<file path="src/logic/host_port_pkg.sv">
// Shared constants and types of the parallel host register port.
// Assumes one system clock of 100 MHz; all host pins are asynchronous to it.
package host_port_pkg;

  // System clock period in nanoseconds.
  localparam int CLK_PERIOD_NS = 10;

  // Longest strobe-to-ready time in asynchronous mode, and its cycle count.
  localparam int T_ASYNC_RDY_NS = 65;
  localparam int ASYNC_RDY_CYC  = (T_ASYNC_RDY_NS / CLK_PERIOD_NS < 1) ? 1 :
                                  T_ASYNC_RDY_NS / CLK_PERIOD_NS;

  // Extra margin beyond two bus clock periods in synchronous mode.
  localparam int T_SYNC_MARGIN_NS = 5;

  // Number of alarm channels behind the port.
  localparam int NUM_CH = 6;

  // Register indices with behaviour of their own.
  localparam logic [7:0] OFS_INT_EN   = 8'h60;
  localparam logic [7:0] OFS_INT_STAT = 8'h61;

  // Values after reset.
  localparam logic [5:0] RST_INT_EN   = 6'h00;
  localparam logic [5:0] RST_INT_STAT = 6'h00;
  localparam logic [7:0] RST_REG      = 8'h00;

  // Host pins, all turned active high.
  typedef struct packed {
    logic       pmode;
    logic       pclk;
    logic       rst;
    logic       cs;
    logic       rd;
    logic       wr;
    logic [7:0] addr;
    logic [7:0] data;
  } pins_s;

  // One latched register access.
  typedef struct packed {
    logic [7:0] addr;
    logic       wr;
  } access_s;

  // Access sequencer states.
  typedef enum {ST_IDLE, ST_WAIT, ST_DONE, ST_HOLD} port_state_e;

endpackage : host_port_pkg

</file>
<file path="src/logic/host_port.sv">
// Top of the parallel host register port: pin sampling, access sequencing,
// data bus drive, ready and alarm interrupt.
// Assumes a host that keeps the bus handshake; pins are asynchronous here.
`timescale 1ns/100ps
`default_nettype none

// Function
// - Strap low async timing, high sync timing.
// - Eight-bit index selects one register.
// - One eight-bit two-way data bus.
// - Accesses accepted only with select low.
// - Read strobe fall under select starts read.
// - Write strobe fall under select starts write.
// - Ready low marks access complete.
// - Alarm pulls interrupt low until cleared.
// - Reset pin low resets the port.
// - Drive data while read strobe, select low.
// - Ready low once read data valid.
// - Take write data, drivers off.
// - Ready low only after data stored.
// - Sync access done within two periods plus 5ns.
module host_port (
  // Clock and reset
  input  wire logic       CLK_SYS,
  input  wire logic       RESET,
  // Mode strap, bus clock and port reset pin
  input  wire logic       PMODE,
  input  wire logic       PCLK,
  input  wire logic       PIN_RESET_N,
  // Host bus control and address
  input  wire logic       CS_N,
  input  wire logic       RD_N,
  input  wire logic       WR_N,
  input  wire logic [7:0] ADDR,
  // Host data bus
  input  wire logic [7:0] D_IN,
  output logic      [7:0] D_OUT,
  output logic            D_OE_N,
  // Handshake and interrupt
  output logic            RDY_N,
  output logic            INT_N,
  // Channel alarm events
  input  wire logic [5:0] ALARM_EVT
);

  host_port_pkg::pins_s       raw;
  host_port_pkg::pins_s       pin;
  host_port_pkg::port_state_e state_q;
  host_port_pkg::port_state_e state_d;
  host_port_pkg::access_s     acc_q;
  host_port_pkg::access_s     acc_d;
  logic                       rd_prev_q;
  logic                       wr_prev_q;
  logic                       pclk_prev_q;
  logic                       rdy_n_q;
  logic                       rdy_n_d;
  logic                       oe_n_q;
  logic                       oe_n_d;
  logic                       int_n_q;
  logic                       int_n_d;
  logic [7:0]                 dout_q;
  logic [7:0]                 dout_d;
  logic                       rd_fall;
  logic                       wr_fall;
  logic                       pclk_rise;
  logic                       stb;
  logic                       rd_stb;
  logic                       wr_stb;
  logic [7:0]                 rdata;
  logic                       pend;

  // Gather the pins, turned active high.
  assign raw = '{pmode: PMODE, pclk: PCLK, rst: ~PIN_RESET_N, cs: ~CS_N,
                 rd: ~RD_N, wr: ~WR_N, addr: ADDR, data: D_IN};

  // Every pin passes two flip-flops before anything reads it.
  host_pin_sync u_sync (
    .clk    (CLK_SYS),
    .rst    (RESET),
    .raw    (raw),
    .synced (pin)
  );

  // Register storage and alarm state.
  host_reg_bank u_bank (
    .clk    (CLK_SYS),
    .rst    (RESET),
    .clr    (pin.rst),
    .addr   (acc_q.addr),
    .wdata  (pin.data),
    .wr_stb (wr_stb),
    .rd_stb (rd_stb),
    .rdata  (rdata),
    .alarm  (ALARM_EVT),
    .pend   (pend)
  );

  // Edges of the sampled strobes and of the bus clock.
  assign rd_fall   = pin.rd & ~rd_prev_q;
  assign wr_fall   = pin.wr & ~wr_prev_q;
  assign pclk_rise = pin.pclk & ~pclk_prev_q;

  // The strobe that belongs to the access in flight.
  assign stb = acc_q.wr ? pin.wr : pin.rd;

  // Access sequencer and output values.
  always_comb begin
    state_d = state_q;
    acc_d   = acc_q;
    rdy_n_d = rdy_n_q;
    dout_d  = dout_q;
    rd_stb  = 1'b0;
    wr_stb  = 1'b0;
    case (state_q)
      host_port_pkg::ST_IDLE: begin
        if (pin.cs && rd_fall) begin
          acc_d   = '{addr: pin.addr, wr: 1'b0};
          state_d = host_port_pkg::ST_WAIT;
        end else if (pin.cs && wr_fall) begin
          acc_d   = '{addr: pin.addr, wr: 1'b1};
          state_d = host_port_pkg::ST_WAIT;
        end
      end
      host_port_pkg::ST_WAIT: begin
        if (!pin.cs || !stb) begin
          state_d = pin.cs ? host_port_pkg::ST_HOLD : host_port_pkg::ST_IDLE;
        end else if (!pin.pmode || pclk_rise) begin
          wr_stb  = acc_q.wr;
          rd_stb  = ~acc_q.wr;
          if (!acc_q.wr) begin
            dout_d = rdata;
          end
          rdy_n_d = 1'b0;
          state_d = host_port_pkg::ST_DONE;
        end
      end
      host_port_pkg::ST_DONE: begin
        if (!pin.cs || !stb) begin
          rdy_n_d = 1'b1;
          state_d = pin.cs ? host_port_pkg::ST_HOLD : host_port_pkg::ST_IDLE;
        end
      end
      host_port_pkg::ST_HOLD: begin
        if (!pin.cs) begin
          state_d = host_port_pkg::ST_IDLE;
        end
      end
      default: begin
        state_d = host_port_pkg::ST_IDLE;
      end
    endcase
    if (pin.rst) begin
      state_d = host_port_pkg::ST_IDLE;
      rdy_n_d = 1'b1;
      rd_stb  = 1'b0;
      wr_stb  = 1'b0;
    end
  end

  // Drivers on only while select and read strobe are low and no write runs.
  always_comb begin
    oe_n_d  = ~(pin.cs & pin.rd & ~pin.wr & ~pin.rst);
    int_n_d = ~(pend & ~pin.rst);
  end

  // Registers of the sequencer; every output comes straight from here.
  always_ff @(posedge CLK_SYS or posedge RESET) begin
    if (RESET) begin
      state_q     <= host_port_pkg::ST_IDLE;
      acc_q       <= '0;
      rd_prev_q   <= 1'b0;
      wr_prev_q   <= 1'b0;
      pclk_prev_q <= 1'b0;
      rdy_n_q     <= 1'b1;
      oe_n_q      <= 1'b1;
      int_n_q     <= 1'b1;
      dout_q      <= host_port_pkg::RST_REG;
    end else begin
      state_q     <= state_d;
      acc_q       <= acc_d;
      rd_prev_q   <= pin.rd;
      wr_prev_q   <= pin.wr;
      pclk_prev_q <= pin.pclk;
      rdy_n_q     <= rdy_n_d;
      oe_n_q      <= oe_n_d;
      int_n_q     <= int_n_d;
      dout_q      <= dout_d;
    end
  end

  assign D_OUT  = dout_q;
  assign D_OE_N = oe_n_q;
  assign RDY_N  = rdy_n_q;
  assign INT_N  = int_n_q;
endmodule : host_port

`default_nettype wire

</file>
<file path="src/logic/host_pin_sync.sv">
// Two-stage synchroniser for the whole group of host pins.
// Assumes the pins change freely with respect to the system clock.
`timescale 1ns/100ps
`default_nettype none

module host_pin_sync (
  // Clock and reset
  input  wire logic                 clk,
  input  wire logic                 rst,
  // Pins in, pins out
  input  wire host_port_pkg::pins_s raw,
  output var   host_port_pkg::pins_s synced
);

  host_port_pkg::pins_s meta_q;
  host_port_pkg::pins_s meta_d;
  host_port_pkg::pins_s sync_q;
  host_port_pkg::pins_s sync_d;

  // The first stage feeds only the second stage.
  always_comb begin
    meta_d = raw;
    sync_d = meta_q;
  end

  // Both stages clear to the idle pin state.
  always_ff @(posedge clk or posedge rst) begin
    if (rst) begin
      meta_q <= '0;
      sync_q <= '0;
    end else begin
      meta_q <= meta_d;
      sync_q <= sync_d;
    end
  end

  assign synced = sync_q;

endmodule : host_pin_sync

`default_nettype wire

</file>
<file path="src/logic/host_reg_bank.sv">
// Register array of the host port with the alarm enable and alarm status.
// Assumes strobes are one-cycle pulses from the access sequencer.
`timescale 1ns/100ps
`default_nettype none

module host_reg_bank (
  // Clock and resets
  input  wire logic       clk,
  input  wire logic       rst,
  input  wire logic       clr,
  // Access
  input  wire logic [7:0] addr,
  input  wire logic [7:0] wdata,
  input  wire logic       wr_stb,
  input  wire logic       rd_stb,
  output logic      [7:0] rdata,
  // Alarms
  input  wire logic [5:0] alarm,
  output logic            pend
);

  logic [7:0] mem [0:255];
  logic [5:0] en_q;
  logic [5:0] en_d;
  logic [5:0] stat_q;
  logic [5:0] stat_d;

  // Enable and sticky status; a new alarm wins over a read-clear.
  always_comb begin
    en_d   = en_q;
    stat_d = stat_q;
    if (rd_stb && addr == host_port_pkg::OFS_INT_STAT) begin
      stat_d = '0;
    end
    if (wr_stb && addr == host_port_pkg::OFS_INT_EN) begin
      en_d = wdata[5:0];
    end
    stat_d = stat_d | alarm;
    if (clr) begin
      en_d   = host_port_pkg::RST_INT_EN;
      stat_d = host_port_pkg::RST_INT_STAT;
    end
  end

  // Control registers.
  always_ff @(posedge clk or posedge rst) begin
    if (rst) begin
      en_q   <= host_port_pkg::RST_INT_EN;
      stat_q <= host_port_pkg::RST_INT_STAT;
    end else begin
      en_q   <= en_d;
      stat_q <= stat_d;
    end
  end

  // Plain storage for every other index.
  always_ff @(posedge clk or posedge rst) begin
    if (rst) begin
      for (int i = 0; i < 256; i++) begin
        mem[i] <= host_port_pkg::RST_REG;
      end
    end else if (wr_stb) begin
      mem[addr] <= wdata;
    end
  end

  // Direct decode of the eight-bit index.
  always_comb begin
    case (addr)
      host_port_pkg::OFS_INT_EN:   rdata = {2'b00, en_q};
      host_port_pkg::OFS_INT_STAT: rdata = {2'b00, stat_q};
      default:                     rdata = mem[addr];
    endcase
  end

  assign pend = |(stat_q & en_q);

endmodule : host_reg_bank

`default_nettype wire

</file>
<file path="config.mk">
export PLATFORM = sky130hd
export DESIGN_NAME = host_port
export DESIGN_NICKNAME = d
export VERILOG_FILES = /design/src/logic/host_port_pkg.sv /design/src/logic/host_port.sv /design/src/logic/host_pin_sync.sv /design/src/logic/host_reg_bank.sv
export SDC_FILE = /design/constraint.sdc
export NUM_CORES = 2
export LEC_CHECK = 0
export ABC_AREA = 1
export BUFFER_PORTS_ARGS = -buffer_cell sky130_fd_sc_hd__buf_4
export CORE_ASPECT_RATIO = 0.9
export CORE_MARGIN = 10
export CORE_UTILIZATION = 64
export CTS_BUF_LIST = sky130_fd_sc_hd__clkbuf_16
export DETAILED_ROUTE_END_ITERATION = 12
export PLACE_DENSITY = 0.8
export SLEW_MARGIN = 20
export SYNTH_ARGS = -nofsm -noshare
export SYNTH_HDL_FRONTEND = slang
export SYNTH_SLANG_ARGS = --single-unit
</file>
<file path="constraint.sdc">
create_clock -name CLK_SYS -period 71.8 [get_ports CLK_SYS]
set_input_delay 3.59 -clock CLK_SYS [delete_from_list [all_inputs] [get_ports CLK_SYS]]
set_output_delay 3.59 -clock CLK_SYS [all_outputs]
set_load 0.05 [all_outputs]
</file>
Yosys cells after proc, flatten, opt, wreduce, memory -nomap -nowiden
Index checks and enable logic that the tools add are counted.
- reductions and logical operators: 19
- bitwise operators: 23
- magnitude comparators: 2
- equality and inequality tests: 11
- multiplexer cells: 36
- operator list (kind ; count):
    2048-bit bitwise mux ; 1
    32-bit 2-to-1 mux ; 7
    32-bit one-hot mux with 4 select lines ; 1
    8-bit binary-select mux with 8-bit select ; 1
    8-bit demux with 8-bit select ; 1
    32-bit by 2-bit equality test with 1-bit output, second input constant ; 2
    32-bit by 1-bit equality test with 1-bit output, second input constant ; 1
    32-bit zero test ; 1
    6-bit 2-to-1 mux ; 4
    8-bit 2-to-1 mux ; 3
    9-bit 2-to-1 mux ; 2
    8-bit by 7-bit equality test with 1-bit output, second input constant ; 2
    8-bit one-hot mux with 2 select lines ; 1
    1-bit 2-to-1 mux ; 13
    1-bit NOT ; 13
    3-bit by 2-bit inequality test with 1-bit output, second input constant ; 4
    4-bit AND reduction ; 3
    9-bit greater-or-equal comparator, second input constant ; 1
    9-bit by 1-bit < comparator with 1-bit output, second input constant ; 1
    8-bit NOT with 9-bit output ; 1
    4-bit by 3-bit inequality test with 1-bit output, second input constant ; 2
    1-bit bitwise AND ; 7
    6-bit bitwise AND ; 1
    6-bit bitwise OR ; 1
    9 further kinds ; 17
- register bits: 2159
- output and inout port bits: 11
- input bits: 30

Logic depth before layout (Yosys ltp)
- depth after elaboration: 11
- mapped depth: 18
- mapped depth without buffers: 15

By module
From an unflattened synthesis, not the netlist that was laid out.
- cell total of the unflattened synthesis: 12441
- area, all modules: 96065.9 sq um
- by module, submodules not included (module ; instances ; cells an instance ; seq. area each (sq um) ; area an instance (sq um)):
    host_reg_bank ; 1 ; 12253 ; 51549.4 ; 93771.2
    host_port ; 1 ; 143 ; 629.4 ; 1189.9
    host_pin_sync ; 1 ; 45 ; 1101.1 ; 1104.8

Worst setup path after synthesis
OpenSTA, ideal clock, no wires.
- kind: register -> output
- from: register rdy_n_q (netlist: RDY_N)
- to: output port RDY_N
- required time: 68.210 ns
- path slack: 67.546 ns
- buffers on the path: 0
- arrival time: 0.664 ns
- stages on the path, launching flop included: 1
- cells stage by stage: dfstp_2
- RTL lines (item ; line ; text):
    from (decl) ; host_port.sv:55 ; logic rdy_n_q;
    from (signal assigned) ; host_port.sv:184 ; rdy_n_q <= rdy_n_d;
    to (decl) ; host_port.sv:40 ; output logic RDY_N,
No word-level cell between the ends.

==> flow_summary_export.csv <==
group,metric,value,unit
global_routing,grt_pass1_wl,434100,um
timing,rsz0062_at_grt,"no",
pwr,power.leakage,49.15,nW
timing,hold_viol_final,0,
timing,finalClockSkew,0.03042,ns
clocking,cts_tree,"built",
clocking,cts_resized,0,
clocking,insertion_delay,0.85,ns
timing,setup_viol,0,
worst_setup_path,critical-path-max-stage-delay,0.86,ns
timing,tightestPinTransition,1.212,ns
clocking,htreeDepth,4,
worst_setup_path,worstSetupEndpointType,"async pin",
finish,final_cell_mix,"nand2_1, dfrtp_1, o21ai_0, a22oi_1, o21ai_1",
flow_run,drv_cap,0,
timing,fin_setup_tns,0,ns
pwr,powerDensity,28.38,nW/um^2
hold_path,hold_path_depth,0,
finish,synthToLayoutAreaGrowth,6.596,%
timing,period_needed,7.730,ns
hold_path,min-delay-start,"u_sync.meta_q[8]",
finish,fin_nets,10917,
floorplan,start_util,64.56,%
routing,wl_per_cell,21.27,um
routing,vias_per_cell,6.195,
worst_setup_path,cp_slowest_cell,"buf_4",
worst_setup_path,rrSetupSlack,65.67,ns
finish,ff_latch_area,53290,sq um
worst_setup_path,cp_max_fo,177,
global_routing,grt_antenna_before_repair,6,
worst_setup_path,critPathLaunchType,"primary input",
finish,design_area,100700,sq um
clocking,post-cts-setup-buffers,0,
clocking,numCtsBuffers,202,
synth,synth_nets,11402,
global_routing,grt_use_total,33.32,%
worst_setup_path,r2r_cells,18,
finish,final_common_cell,"nand2_1",
global_routing,grt_pass1_vias,76776,
synth,synth_sequential_area_ratio,56.42,%
synth,yosys_warnings,0,
finish,fill_cells,11269,
synth,async_flop_share,100.0,%
synth,synth_seq_cells,2129,
timing,drv_slew,0,
floorplan,fp-row-count,133,
placed_design,post_dp_cell_area,94390,sq um
status,status,"completed",
synth,synthCells,11367,
synth,synth_edf_count,0,
clocking,cts.sinks,2129,
floorplan,die_w,424.9,um
routing,post-route-drc-count,0,
synth,syn_area,94440,sq um
global_routing,grt_max_degree,185,
floorplan,ioPinCount,41,
placed_design,place_congestion,0.8816,
finish,multi_input_area,37100,sq um
routing,first_pass_iters,8,
synth,ys.flop_type,"dfrtp_1",
hold_path,hold_end,"u_sync.synced[8]",
routing,via_count,80583,
timing,period_share,10.77,%
routing,drt-total-wl,276700,um
floorplan,die_h,384.4,um
hold_path,hp-class,"flop to flop",
timing,fmax,129.4,MHz
worst_setup_path,crit_required,72.66,ns
pwr,peakVddDrop,0.03459,mV
worst_setup_path,path_common_cell,"buf_4",
floorplan,dieArea,163300,sq um
global_routing,overflow,0,
clocking,clk_path_buf_depth,3,
clocking,clockRootBuffer,"clkbuf_16",
worst_setup_path,setup.worst_path.class,"primary input to async pin",
worst_setup_path,r2r-start,"acc_q[1]",
clocking,ctsHoldBuffers,0,
worst_setup_path,cp.arrival,8.59,ns
floorplan,coreArea,146300,sq um
synth,syn_avg_cell_area,8.308,sq um
worst_setup_path,cpLargestDelayFamily,"buffers and inverters",
synth,yosysUniqueCellTypes,34,
worst_setup_path,critical_path_buf_inv_count,7,
worst_setup_path,regToRegEndpoint,"D_OUT[3]",
placed_design,dp_hpwl,156200,um
timing,max-slew-margin-rel,19.02,%
placed_design,portBuffers,40,
finish,drive_above_1_share,5.205,%
clocking,clk_pin_slew,0.06,ns
worst_setup_path,crit_chain,"buf_4, inv_8, buf_12, buf_4, buf_4, buf_4, buf_6",
routing,first_iter_violations,10917,
routing,ant_nets,0,
==> metal layers <==
metal	GRT usage [%]	wire, um	up-vias
met1	45.31	109000	39154
met4	17.07	15540	14
met3	8.164	30940	829
li1	-	-	36046
met2	49.91	121000	4540
met5	0.7308	241	-
==> worst max-delay path by stage <==
stage	from	slack, ns	to	depth (start not counted)
floorplan	RESET	8.07	D_OUT[0]	1
global placement	RESET	62.83	u_bank.mem[551]	7
detailed placement	RESET	62.67	u_bank.mem[551]	7
CTS	RESET	63.57	u_bank.mem[550]	7
global route	RESET	63.32	u_bank.mem[603]	7
finish	RESET	64.07	u_bank.mem[597]	7
==> where the power goes <==
part | total [mW] | internal (mW) | switching (mW)
sequential | 1.24 | 1.22 | 0.0224
clock | 1.02 | 0.559 | 0.463
combinational | 0.590 | 0.0614 | 0.529
total | 2.86 | 1.84 | 1.01
==> flip-flops by register name (all words and copies together), names as in the netlist <==
name           cells
u_bank.stat_q      6
u_bank.en_q        6
u_sync.synced     22
D_OUT              8
acc_q              9
INT_N              1
u_bank.mem      2048
state_q            2
D_OE_N             1
rd_prev_q          1
RDY_N              1
wr_prev_q          1
pclk_prev_q        1
u_sync.meta_q     22
==> through the flow <==
step | instances | hold WS [ns] | util [%] | power, mW | setup slack [ns]
after floorplan | 11367 | 0.3312 | - | 1.576 | 8.069
after CTS | 13004 | 0.3486 | 68.78 | 2.833 | 63.57
after global routing | 13005 | 0.3533 | 68.82 | 2.919 | 63.32
final | 13007 | 0.3458 | 68.82 | 2.857 | 64.07
after global placement | 12634 | 0.3321 | 64.53 | 1.820 | 62.83
after detailed placement | 12634 | 0.3355 | 64.53 | 1.826 | 62.67
==> worst register-to-register path, cell delays in order (launching register included) <==
cell,delay [ns]
dfrtp_4,0.71
inv_8,0.32
nor2_4,0.30
buf_4,0.53
buf_4,0.90
buf_4,0.83
buf_4,0.86
nand2_1,0.15
nand4_1,0.12
nand2_1,0.09
nand2_1,0.12
o21ai_0,0.18
nand2_1,0.25
nor2_1,0.07
nor2_1,0.12
nor2_1,0.18
nand2_1,0.13
nand2_1,0.12
nand2_1,0.09
==> synth_stat cells, types with 12 or more instances <==
cell / count / area, sq um
a21oi_1: 39 / 195.2
nand2_4: 80 / 900.9
nand3_1: 78 / 390.4
o21ai_1: 209 / 1046
nand4_1: 119 / 744.5
a22oi_1: 432 / 3243
buf_1: 27 / 101.4
o21ai_0: 1920 / 9609
clkbuf_1: 647 / 2429
nor2_1: 224 / 840.8
buf_6: 79 / 889.6
nand2_1: 5188 / 19470
dfrtp_1: 2126 / 53200
nor3_4: 15 / 244.0
inv_1: 54 / 202.7
buf_4: 12 / 90.09
buf_2: 66 / 330.3
==> layout make-up <==
class	instances	area share, %
multi-input combinational	8335	36.85
clock inverter	163	1.030
antenna	2	0.004972
clock buffer	207	5.146
sequential	2129	52.94
tap	1957	2.432
timing repair buffer	151	1.268
inverter	63	0.3319
==> cells by family after synthesis <==
family,share of synthesized area (%)
compound gates,15.02
fa+ha+maj,0.06625
buf+inv,4.462
flops,56.42
simple gates,24.03
No activity file was read; power rests on OpenSTA's default activity.
